==> config.mk <==
export PLATFORM = sky130hd
export DESIGN_NAME = startup_open_loop_config
export DESIGN_NICKNAME = d
export VERILOG_FILES = /design/src/hw/startup_pkg.sv /design/src/hw/startup_open_loop_config.sv /design/src/hw/startup_tick_gen.sv
export VERILOG_INCLUDE_DIRS = /design/src /design/src/hw
export SDC_FILE = /design/constraint.sdc
export NUM_CORES = 1
export LEC_CHECK = 0
export BUFFER_PORTS_ARGS = -buffer_cell sky130_fd_sc_hd__clkbuf_2
export CAP_MARGIN = 20
export CORE_MARGIN = 8
export CORE_UTILIZATION = 60
export DETAILED_ROUTE_END_ITERATION = 7
export GPL_TIMING_DRIVEN = 0
export PLACE_DENSITY = 0.78
export SLEW_MARGIN = 30
export SYNTH_ARGS = -nofsm -noshare
export SYNTH_HDL_FRONTEND = slang
export SYNTH_SLANG_ARGS = --single-unit
==> constraint.sdc <==
create_clock -name I_SYS_CLK -period 21.7 [get_ports I_SYS_CLK]
set_clock_uncertainty 0.1 [all_clocks]
set_input_delay 5.425 -clock I_SYS_CLK [delete_from_list [all_inputs] [get_ports I_SYS_CLK]]
set_output_delay 5.425 -clock I_SYS_CLK [all_outputs]
set_load 0.005 [all_outputs]
==> src/hw/startup_regs.svh <==
// Register offsets, field positions, reset values and timing counts
`ifndef STARTUP_REGS_SVH
`define STARTUP_REGS_SVH

// ---------------------------------------------------------------
// Register map (byte addresses on the AXI4-Lite bus)
// ---------------------------------------------------------------
`define STARTUP2_INDEX     12'h086
`define STARTUP2_ADDR      12'(`STARTUP2_INDEX * 4)
`define CTRL_ADDR          12'h300
`define STATUS_ADDR        12'h304
`define FREQ_ADDR          12'h308

// ---------------------------------------------------------------
// Reset values
// ---------------------------------------------------------------
`define STARTUP2_RESET     32'h0000_0000
`define CTRL_RESET         32'h0000_0000

// ---------------------------------------------------------------
// Start-up configuration fields
// ---------------------------------------------------------------
`define CAP_MSB            30
`define CAP_LSB            27
`define LIN_MSB            26
`define LIN_LSB            23
`define QUAD_MSB           22
`define QUAD_LSB           19
`define AUTO_BIT           18
`define THR_MSB            17
`define THR_LSB            13
`define ICF_MSB            7
`define ICF_LSB            4
`define ICF_SEL_BIT        3

// ---------------------------------------------------------------
// Control register fields
// ---------------------------------------------------------------
`define CTRL_RUN_BIT       0
`define CTRL_SRC_BIT       1
`define CTRL_GCAP_MSB      15
`define CTRL_GCAP_LSB      8

// ---------------------------------------------------------------
// Timing
// ---------------------------------------------------------------
`define CLK_PERIOD_NS      8
`define TICK_TIME_NS       1000000
`define TICK_CYCLES        (`TICK_TIME_NS / `CLK_PERIOD_NS)
`define MAX_SPEED_HZ       1000

// Response codes
`define RESP_OKAY          2'b00
`define RESP_SLVERR        2'b10

`endif

==> src/hw/startup_pkg.sv <==
// Types shared by the start-up sequencer files
package startup_pkg;

  typedef enum logic [1:0] {
    ST_IDLE   = 2'b00,
    ST_OPEN   = 2'b01,
    ST_CLOSED = 2'b10
  } seq_state_t;

  typedef struct packed {
    logic [3:0] cap_code;
    logic [3:0] lin_code;
    logic [3:0] quad_code;
    logic       auto_handoff;
    logic [4:0] thr_code;
    logic [3:0] icf_code;
    logic       icf_sel;
  } startup_cfg_t;

endpackage

==> src/hw/startup_open_loop_config.sv <==
// Start-up configuration register bank and open-loop ramp sequencer
//
// How it works
// - 32-bit config at index 86h, byte 218h, resets to zero, all RW.
// - Bits 30-27 code the open-loop current cap, 0.078125 A to 3.75 A.
// - Bits 26-23 code the linear ramp coefficient, 0.01 to 10000 Hz/s.
// - Bits 22-19 code the quadratic coefficient, 0 to 10000 Hz/s2.
// - Bit 18 set gives automatic handoff; clear uses the speed threshold.
// - Bits 17-13 give threshold 1-20% by 1%, then 22.5-50% by 2.5%.
// - Coded cap applies only when source select is zero, else general cap.
// - Bit 3 picks first-cycle frequency: zero, or the coded percentage.
//
// The AXI4-Lite register port was chosen for this implementation.
`timescale 1ns/1ps
`default_nettype none
`include "startup_regs.svh"

module startup_open_loop_config
  import startup_pkg::*;
#(
  parameter int unsigned TICK_CYCLES  = `TICK_CYCLES,
  parameter int unsigned MAX_SPEED_HZ = `MAX_SPEED_HZ
) (
  input  wire logic        I_SYS_CLK,
  input  wire logic        I_RST_N,
  input  wire logic [11:0] I_AXI_AWADDR,
  input  wire logic        I_AXI_AWVALID,
  output logic             O_AXI_AWREADY,
  input  wire logic [31:0] I_AXI_WDATA,
  input  wire logic [3:0]  I_AXI_WSTRB,
  input  wire logic        I_AXI_WVALID,
  output logic             O_AXI_WREADY,
  output logic [1:0]       O_AXI_BRESP,
  output logic             O_AXI_BVALID,
  input  wire logic        I_AXI_BREADY,
  input  wire logic [11:0] I_AXI_ARADDR,
  input  wire logic        I_AXI_ARVALID,
  output logic             O_AXI_ARREADY,
  output logic [31:0]      O_AXI_RDATA,
  output logic [1:0]       O_AXI_RRESP,
  output logic             O_AXI_RVALID,
  input  wire logic        I_AXI_RREADY,
  input  wire logic        I_OBSERVER_LOCK,
  output logic             O_OPEN_LOOP,
  output logic             O_CLOSED_LOOP,
  output logic [7:0]       O_CURRENT_LIMIT,
  output logic [31:0]      O_ELEC_FREQ
);

  // ---------------------------------------------------------------
  // Lookup and helper functions
  // ---------------------------------------------------------------
  // Ramp coefficient times 100; linear code 0 is 0.01, quadratic 0.0
  function automatic logic [19:0] coeff_x100(input logic [3:0] code,
                                             input logic       quad);
    case (code)
      4'h0:    coeff_x100 = quad ? 20'h0 : 20'h1;
      4'h1:    coeff_x100 = 20'h5;
      4'h2:    coeff_x100 = 20'h64;
      4'h3:    coeff_x100 = 20'hfa;
      4'h4:    coeff_x100 = 20'h1f4;
      4'h5:    coeff_x100 = 20'h3e8;
      4'h6:    coeff_x100 = 20'h9c4;
      4'h7:    coeff_x100 = 20'h1388;
      4'h8:    coeff_x100 = 20'h1d4c;
      4'h9:    coeff_x100 = 20'h2710;
      4'ha:    coeff_x100 = 20'h61a8;
      4'hb:    coeff_x100 = 20'hc350;
      4'hc:    coeff_x100 = 20'h124f8;
      4'hd:    coeff_x100 = 20'h186a0;
      4'he:    coeff_x100 = 20'h7a120;
      default: coeff_x100 = 20'hf4240;
    endcase
  endfunction

  // Percent of maximum speed, in tenths of a percent
  function automatic logic [9:0] icf_permille(input logic [3:0] code);
    case (code)
      4'h0:    icf_permille = 10'h00a;
      4'h1:    icf_permille = 10'h014;
      4'h2:    icf_permille = 10'h01e;
      4'h3:    icf_permille = 10'h032;
      4'h4:    icf_permille = 10'h04b;
      4'h5:    icf_permille = 10'h064;
      4'h6:    icf_permille = 10'h07d;
      4'h7:    icf_permille = 10'h096;
      4'h8:    icf_permille = 10'h0af;
      4'h9:    icf_permille = 10'h0c8;
      4'ha:    icf_permille = 10'h0fa;
      4'hb:    icf_permille = 10'h12c;
      4'hc:    icf_permille = 10'h15e;
      4'hd:    icf_permille = 10'h190;
      4'he:    icf_permille = 10'h1c2;
      default: icf_permille = 10'h1f4;
    endcase
  endfunction

  // Frequency in 1e-8 Hz for a fraction of maximum speed
  function automatic logic [47:0] speed_frac(input logic [9:0] permille);
    speed_frac = 48'(MAX_SPEED_HZ) * 48'(permille) * 48'd100000;
  endfunction

  function automatic logic [31:0] merge(input logic [31:0] old,
                                        input logic [31:0] data,
                                        input logic [3:0]  strb);
    for (int i = 0; i < 4; i++) begin
      merge[8*i +: 8] = strb[i] ? data[8*i +: 8] : old[8*i +: 8];
    end
  endfunction

  // ---------------------------------------------------------------
  // Bus slave
  // ---------------------------------------------------------------
  logic [31:0]  startup2_q;
  logic [31:0]  ctrl_q;
  logic [11:0]  awaddr_q;
  logic [31:0]  wdata_q;
  logic [3:0]   wstrb_q;
  logic         aw_held_q;
  logic         w_held_q;
  logic         do_write;
  seq_state_t   state_q;
  logic [47:0]  freq_q;
  logic [47:0]  rate_q;

  assign do_write = aw_held_q && w_held_q && !O_AXI_BVALID;

  always_ff @(posedge I_SYS_CLK or negedge I_RST_N) begin
    if (!I_RST_N) begin
      aw_held_q     <= 1'b0;
      w_held_q      <= 1'b0;
      awaddr_q      <= '0;
      wdata_q       <= '0;
      wstrb_q       <= '0;
      O_AXI_AWREADY <= 1'b0;
      O_AXI_WREADY  <= 1'b0;
      O_AXI_BVALID  <= 1'b0;
      O_AXI_BRESP   <= `RESP_OKAY;
    end else begin
      O_AXI_AWREADY <= !aw_held_q && !O_AXI_AWREADY;
      O_AXI_WREADY  <= !w_held_q && !O_AXI_WREADY;
      if (I_AXI_AWVALID && O_AXI_AWREADY) begin
        aw_held_q     <= 1'b1;
        awaddr_q      <= I_AXI_AWADDR;
        O_AXI_AWREADY <= 1'b0;
      end
      if (I_AXI_WVALID && O_AXI_WREADY) begin
        w_held_q     <= 1'b1;
        wdata_q      <= I_AXI_WDATA;
        wstrb_q      <= I_AXI_WSTRB;
        O_AXI_WREADY <= 1'b0;
      end
      if (do_write) begin
        O_AXI_BVALID <= 1'b1;
        O_AXI_BRESP  <= (awaddr_q == `STARTUP2_ADDR ||
                         awaddr_q == `CTRL_ADDR) ? `RESP_OKAY
                                                 : `RESP_SLVERR;
      end else if (O_AXI_BVALID && I_AXI_BREADY) begin
        O_AXI_BVALID <= 1'b0;
        aw_held_q    <= 1'b0;
        w_held_q     <= 1'b0;
      end
    end
  end

  // Writable registers
  always_ff @(posedge I_SYS_CLK or negedge I_RST_N) begin
    if (!I_RST_N) begin
      startup2_q <= `STARTUP2_RESET;
      ctrl_q     <= `CTRL_RESET;
    end else if (do_write) begin
      if (awaddr_q == `STARTUP2_ADDR) begin
        startup2_q <= merge(startup2_q, wdata_q, wstrb_q);
      end
      if (awaddr_q == `CTRL_ADDR) begin
        ctrl_q <= merge(ctrl_q, wdata_q, wstrb_q);
      end
    end
  end

  // Read channel: one read at a time, data one cycle after address
  always_ff @(posedge I_SYS_CLK or negedge I_RST_N) begin
    if (!I_RST_N) begin
      O_AXI_ARREADY <= 1'b0;
      O_AXI_RVALID  <= 1'b0;
      O_AXI_RDATA   <= '0;
      O_AXI_RRESP   <= `RESP_OKAY;
    end else if (O_AXI_RVALID) begin
      if (I_AXI_RREADY) begin
        O_AXI_RVALID <= 1'b0;
      end
    end else if (I_AXI_ARVALID && O_AXI_ARREADY) begin
      O_AXI_ARREADY <= 1'b0;
      O_AXI_RVALID  <= 1'b1;
      O_AXI_RRESP   <= `RESP_OKAY;
      case (I_AXI_ARADDR)
        `STARTUP2_ADDR: O_AXI_RDATA <= startup2_q;
        `CTRL_ADDR:     O_AXI_RDATA <= ctrl_q;
        `STATUS_ADDR:   O_AXI_RDATA <= {30'h0, state_q};
        `FREQ_ADDR:     O_AXI_RDATA <= freq_q[47:16];
        default: begin
          O_AXI_RDATA <= '0;
          O_AXI_RRESP <= `RESP_SLVERR;
        end
      endcase
    end else begin
      O_AXI_ARREADY <= 1'b1;
    end
  end

  // ---------------------------------------------------------------
  // Field extraction
  // ---------------------------------------------------------------
  startup_cfg_t cfg;
  logic [4:0]   thr;
  logic [9:0]   thr_permille;
  logic [47:0]  thr_freq;
  logic [47:0]  init_freq;
  logic [47:0]  lin_step;
  logic [47:0]  quad_step;
  logic         handoff;
  logic         tick;

  always_comb begin
    cfg.cap_code     = startup2_q[`CAP_MSB:`CAP_LSB];
    cfg.lin_code     = startup2_q[`LIN_MSB:`LIN_LSB];
    cfg.quad_code    = startup2_q[`QUAD_MSB:`QUAD_LSB];
    cfg.auto_handoff = startup2_q[`AUTO_BIT];
    cfg.thr_code     = startup2_q[`THR_MSB:`THR_LSB];
    cfg.icf_code     = startup2_q[`ICF_MSB:`ICF_LSB];
    cfg.icf_sel      = startup2_q[`ICF_SEL_BIT];
  end

  // Threshold: 1% steps up to code 13h, then 2.5% steps
  assign thr          = cfg.thr_code;
  assign thr_permille = (thr < 5'h14) ? 10'(({5'h0, thr} + 10'h1) * 10'ha)
                        : 10'(10'hc8 + ({5'h0, thr} - 10'h13) * 10'h19);
  assign thr_freq     = speed_frac(thr_permille);
  assign init_freq    = cfg.icf_sel ? speed_frac(icf_permille(cfg.icf_code))
                                    : 48'h0;
  assign lin_step     = 48'(coeff_x100(cfg.lin_code, 1'b0)) * 48'd1000;
  assign quad_step    = 48'(coeff_x100(cfg.quad_code, 1'b1));
  assign handoff      = cfg.auto_handoff ? I_OBSERVER_LOCK
                                         : (freq_q >= thr_freq);

  // ---------------------------------------------------------------
  // Open-loop ramp sequencer
  // ---------------------------------------------------------------
  startup_tick_gen #(
    .PERIOD (TICK_CYCLES)
  ) u_tick (
    .i_clk   (I_SYS_CLK),
    .i_rst_n (I_RST_N),
    .i_run   (state_q == ST_OPEN),
    .o_tick  (tick)
  );

  always_ff @(posedge I_SYS_CLK or negedge I_RST_N) begin
    if (!I_RST_N) begin
      state_q <= ST_IDLE;
      freq_q  <= '0;
      rate_q  <= '0;
    end else begin
      case (state_q)
        ST_IDLE: begin
          if (ctrl_q[`CTRL_RUN_BIT]) begin
            state_q <= ST_OPEN;
            freq_q  <= init_freq;
            rate_q  <= '0;
          end
        end
        ST_OPEN: begin
          if (!ctrl_q[`CTRL_RUN_BIT]) begin
            state_q <= ST_IDLE;
            freq_q  <= '0;
          end else if (handoff) begin
            state_q <= ST_CLOSED;
          end else if (tick) begin
            rate_q <= rate_q + quad_step;
            freq_q <= freq_q + lin_step + rate_q;
          end
        end
        ST_CLOSED: begin
          if (!ctrl_q[`CTRL_RUN_BIT]) begin
            state_q <= ST_IDLE;
            freq_q  <= '0;
          end
        end
        default: state_q <= ST_IDLE;
      endcase
    end
  end

  // ---------------------------------------------------------------
  // Registered outputs
  // ---------------------------------------------------------------
  logic [7:0] coded_cap;

  // Cap in steps of 0.078125 A; reserved codes clamp to the top step
  always_comb begin
    case (cfg.cap_code)
      4'h0:    coded_cap = 8'h01;
      4'h1:    coded_cap = 8'h02;
      4'he,
      4'hf:    coded_cap = 8'h30;
      default: coded_cap = {2'b00, cfg.cap_code, 2'b00} - 8'h04;
    endcase
  end

  always_ff @(posedge I_SYS_CLK or negedge I_RST_N) begin
    if (!I_RST_N) begin
      O_OPEN_LOOP     <= 1'b0;
      O_CLOSED_LOOP   <= 1'b0;
      O_CURRENT_LIMIT <= '0;
      O_ELEC_FREQ     <= '0;
    end else begin
      O_OPEN_LOOP     <= (state_q == ST_OPEN);
      O_CLOSED_LOOP   <= (state_q == ST_CLOSED);
      O_CURRENT_LIMIT <= ctrl_q[`CTRL_SRC_BIT]
                         ? ctrl_q[`CTRL_GCAP_MSB:`CTRL_GCAP_LSB]
                         : coded_cap;
      O_ELEC_FREQ     <= freq_q[47:16];
    end
  end

endmodule // startup_open_loop_config

`default_nettype wire

==> src/hw/startup_tick_gen.sv <==
// Ramp tick generator for the open-loop sequencer
`timescale 1ns/1ps
`default_nettype none

module startup_tick_gen #(
  parameter int unsigned PERIOD = 125000
) (
  input  wire logic i_clk,
  input  wire logic i_rst_n,
  input  wire logic i_run,
  output logic      o_tick
);

  localparam int unsigned CW = $clog2(PERIOD + 1);

  logic [CW-1:0] count_q;

  // ---------------------------------------------------------------
  // Counter restarts whenever the ramp is not running
  // ---------------------------------------------------------------
  always_ff @(posedge i_clk or negedge i_rst_n) begin
    if (!i_rst_n) begin
      count_q <= '0;
      o_tick  <= 1'b0;
    end else if (!i_run) begin
      count_q <= '0;
      o_tick  <= 1'b0;
    end else if (count_q == CW'(PERIOD - 1)) begin
      count_q <= '0;
      o_tick  <= 1'b1;
    end else begin
      count_q <= count_q + 1'b1;
      o_tick  <= 1'b0;
    end
  end

endmodule // startup_tick_gen

`default_nettype wire

==> summary.md <==
| Metric | Value |
|---|---|
| Status | `finished clean` |
| Critical path type | `reg -> reg` |
| PwrDens | `119 nW/µm²` |
| Worst-path clk slew | `60 ps` |
| Final wirelength | `84.4 mm` |
| Worst Path Max Fanout | `10` |
| GRT busiest layer | `met2` |
| Port Buffer Count | `147` |
| Synth Register Bits | `311` |
| Commonest non-fill, non-tap cell in the layout | `inv_1` |
| Final core area utilization | `66.3%` |
| Overflow after GRT | `0` |
| Ranking of synthesized cells by area | `dfrtp_1 (24%), ha_1 (20%), fa_1 (15%), inv_1 (6.0%), mux2_2 (4.0%)` |
| Setup ws final | `5290 ps` |
| 1st-iter DRT viols | `2157` |
| Max-capacitance violation count | `0` |
| Final Max Slew Viols | `0` |
| Die height | `246 µm` |
| Final hold violation count | `0` |
| WP data required | `22060 ps` |
| Critical Path Most Common Cell | `ha_1` |
| Post-DRT Antenna Nets | `0` |
| Via count | `25088` |
| DRC | `0` |
| Yosys Warn Count | `0` |
| CP Data Arrival Time | `16760 ps` |
| Row count | `84` |
| Reg2Reg Depth | `54` |
| Most frequent cells in the layout | `inv_1 (510), ha_1 (505), dfrtp_1 (311)` |
| Pre-antenna DRT Iters | `8` |
| GP Congestion | `0.963` |
| Met1 usage | `36.9%` |
| Final Setup Violations | `0` |
| Cts bufs inserted | `35` |
| CP peak stage delay | `670 ps` |
| Post-Syn Area per Cell | `9.63 µm²` |
| Vias/cell | `5.95` |
| Post-synth cell types | `74` |
| Unrepaired setup endpoints after global routing | `false` |
| Clock Tree Root | `clkbuf_16` |
| Peak supply drop | `0.185 mV` |
| CTS max path bufs | `3` |
| Ys async rst share | `100%` |
| CP max-delay cell | `buf_1` |
| Dpl hpwl | `69.0 mm` |
| Syn Std Cell Area | `31900 µm²` |
| Number of global-route vias before repair | `25451` |
| EDFF count, synth | `0` |
| H-Tree Depth | `2` |
| Setup Total Neg Slack | `0 ps` |
| Hold crit path type | `reg -> reg` |
| Fill cell count | `4161` |
| # Post-CTS Setup Buffers | `0` |
| Final #Nets | `4319` |
| CP Launch Type | `flip-flop` |
| TritonCTS clock tree | `done` |
| # clock sinks | `311` |
| Die area | `60700 µm²` |
| Hold path depth | `1` |
| CP Capture Type | `flip-flop` |
| Share of cells above drive strength 1 | `10.1%` |
| Final period util | `75.6%` |
| Post-DR wirelength/cell | `20.0 µm` |
| Die W | `246 µm` |
| Hold_buf cts | `0` |
| Largest net degree at the start of global routing | `79` |
| Seq/Total Area, Yosys | `24.4%` |
| Fmax | `0.0609 GHz` |
| Worst-skew pair later-pin latency | `540 ps` |
| Synth top area share | `24.4%` |
| Post-cts resize count | `0` |
| Initial antenna violation count | `3` |
| Synthesized instance count | `3308` |
| Post-synth top flop | `dfrtp_1` |
| Met2 usage | `45.7%` |
| Initial Utilization | `60.6%` |
| Ports | `151` |
| Dominant cell type by area after synthesis | `dfrtp_1` |
| Grt met3 use | `3.47%` |
| Leak pwr | `0.0186 µW` |
| Area growth from synthesis to layout | `9.27%` |
| First-pass GRT wire length | `136 mm` |
| Tot GR Track Use | `27.8%` |
| Placement Setup Slack | `5570 ps` |
| Core area | `52600 µm²` |
| Slew @ Worst Pin | `932 ps` |
| Max-slew headroom | `37.2%` |
| Final min period | `16410 ps` |
[power by group]
| part | leakage (µW) | internal, µW | switching, µW |
|---|---|---|---|
| Sequential | 0.00420 | 657 | 82.7 |
| Clock | 0.000566 | 355 | 251 |
| Combinational | 0.0138 | 1190 | 1620 |
[worst max-delay path, delay by kind of cell (launching register included)]
| kind | cells | cell delay (ps) |
|---|---|---|
| simple gates | 12 | 2620 |
| xor+xnor | 2 | 600 |
| compound gates | 13 | 3740 |
| fa+ha+maj | 18 | 7160 |
| buf+inv | 9 | 1740 |
| flops | 1 | 370 |
[Yosys cell counts, types with 6 or more instances]
master / instances
xor2_1: 82
a21o_1: 63
or3_1: 18
xnor2_1: 123
and2_1: 15
o21a_1: 26
nor2b_1: 27
nand4_1: 17
nor4_1: 30
a21oi_1: 189
o31ai_1: 25
buf_1: 6
nand2_1: 215
mux2_2: 114
nand3_1: 56
clkbuf_1: 73
ha_1: 505
a31oi_1: 21
mux2i_1: 12
nor2_1: 162
nor3_1: 36
o21ai_0: 150
a211oi_1: 14
and3_1: 15
nand2b_1: 30
fa_1: 246
o22ai_1: 9
a222oi_1: 30
or2_2: 9
inv_1: 510
dfrtp_1: 311
a22o_1: 12
a221oi_1: 28
o21bai_1: 19
a21boi_0: 15
o211ai_1: 10
[through the flow]
step	area (µm²)	instances	power, µW	hold slack (ps)
final	34800	4217	4160	367
after global routing	34800	4217	4580	393
after CTS	34800	4214	4150	371
after detailed placement	33600	4151	3500	351
after global placement	33500	4144	3450	344
after floorplan	31900	3309	2850	300
[flip-flops by register name, indices dropped and copies added, names as in the netlist, 2 cells and up]
signal / cells
awaddr_q: 12
ctrl_q: 32
wstrb_q: 4
state_q: 2
wdata_q: 32
O_ELEC_FREQ: 32
O_AXI_RDATA: 32
freq_q: 48
startup2_q: 32
O_CURRENT_LIMIT: 8
u_tick.count_q: 17
rate_q: 48
[layout make-up]
| cell class | count | area (µm²) | area share (%) |
|---|---|---|---|
| buffer | 86 | 337 | 0.967 |
| tap | 688 | 861 | 2.47 |
| multi-input combinational | 2401 | 21900 | 62.8 |
| sequential | 311 | 7780 | 22.3 |
| timing repair buffer | 154 | 881 | 2.53 |
| inverter | 511 | 1920 | 5.51 |
| antenna | 3 | 7.51 | 0.0216 |
| clock inverter | 13 | 141 | 0.406 |
| clock buffer | 50 | 1020 | 2.94 |
[cell families (layout without fill, tap and decap cells)]
group,count (synthesis),count (layout),synth area share [%]
flops,311,311,24.4
other cells,1,5,0.0118
compound gates,661,661,13.4
buf+inv,597,814,7.07
xor+xnor,205,205,5.63
mux,126,126,4.41
simple gates,656,656,9.73
fa+ha+maj,751,751,35.3
[final timing paths]
kind	startpoint	end	slack (ps)
worst max-delay path	startup2_q[13]	freq_q[34]	5290
worst min-delay path	aw_held_q	O_AXI_AWREADY	370
worst max register to register	startup2_q[13]	freq_q[34]	5290
worst min register to register	aw_held_q	O_AXI_AWREADY	370
max in group asynchronous	I_RST_N	O_AXI_RDATA[4]	15610
min in group asynchronous	I_RST_N	wdata_q[29]	4760
[per-layer routing]
metal / vias up / share of wire [%] / wire, µm
met2: 852 / 47 / 40000
met3: 203 / 6.7 / 5620
met5: - / 0 / 0
met4: 0 / 4.5 / 3830
li1: 11736 / - / -
met1: 12297 / 41 / 35000
Note: power is estimated with default switching activity, not from simulation.
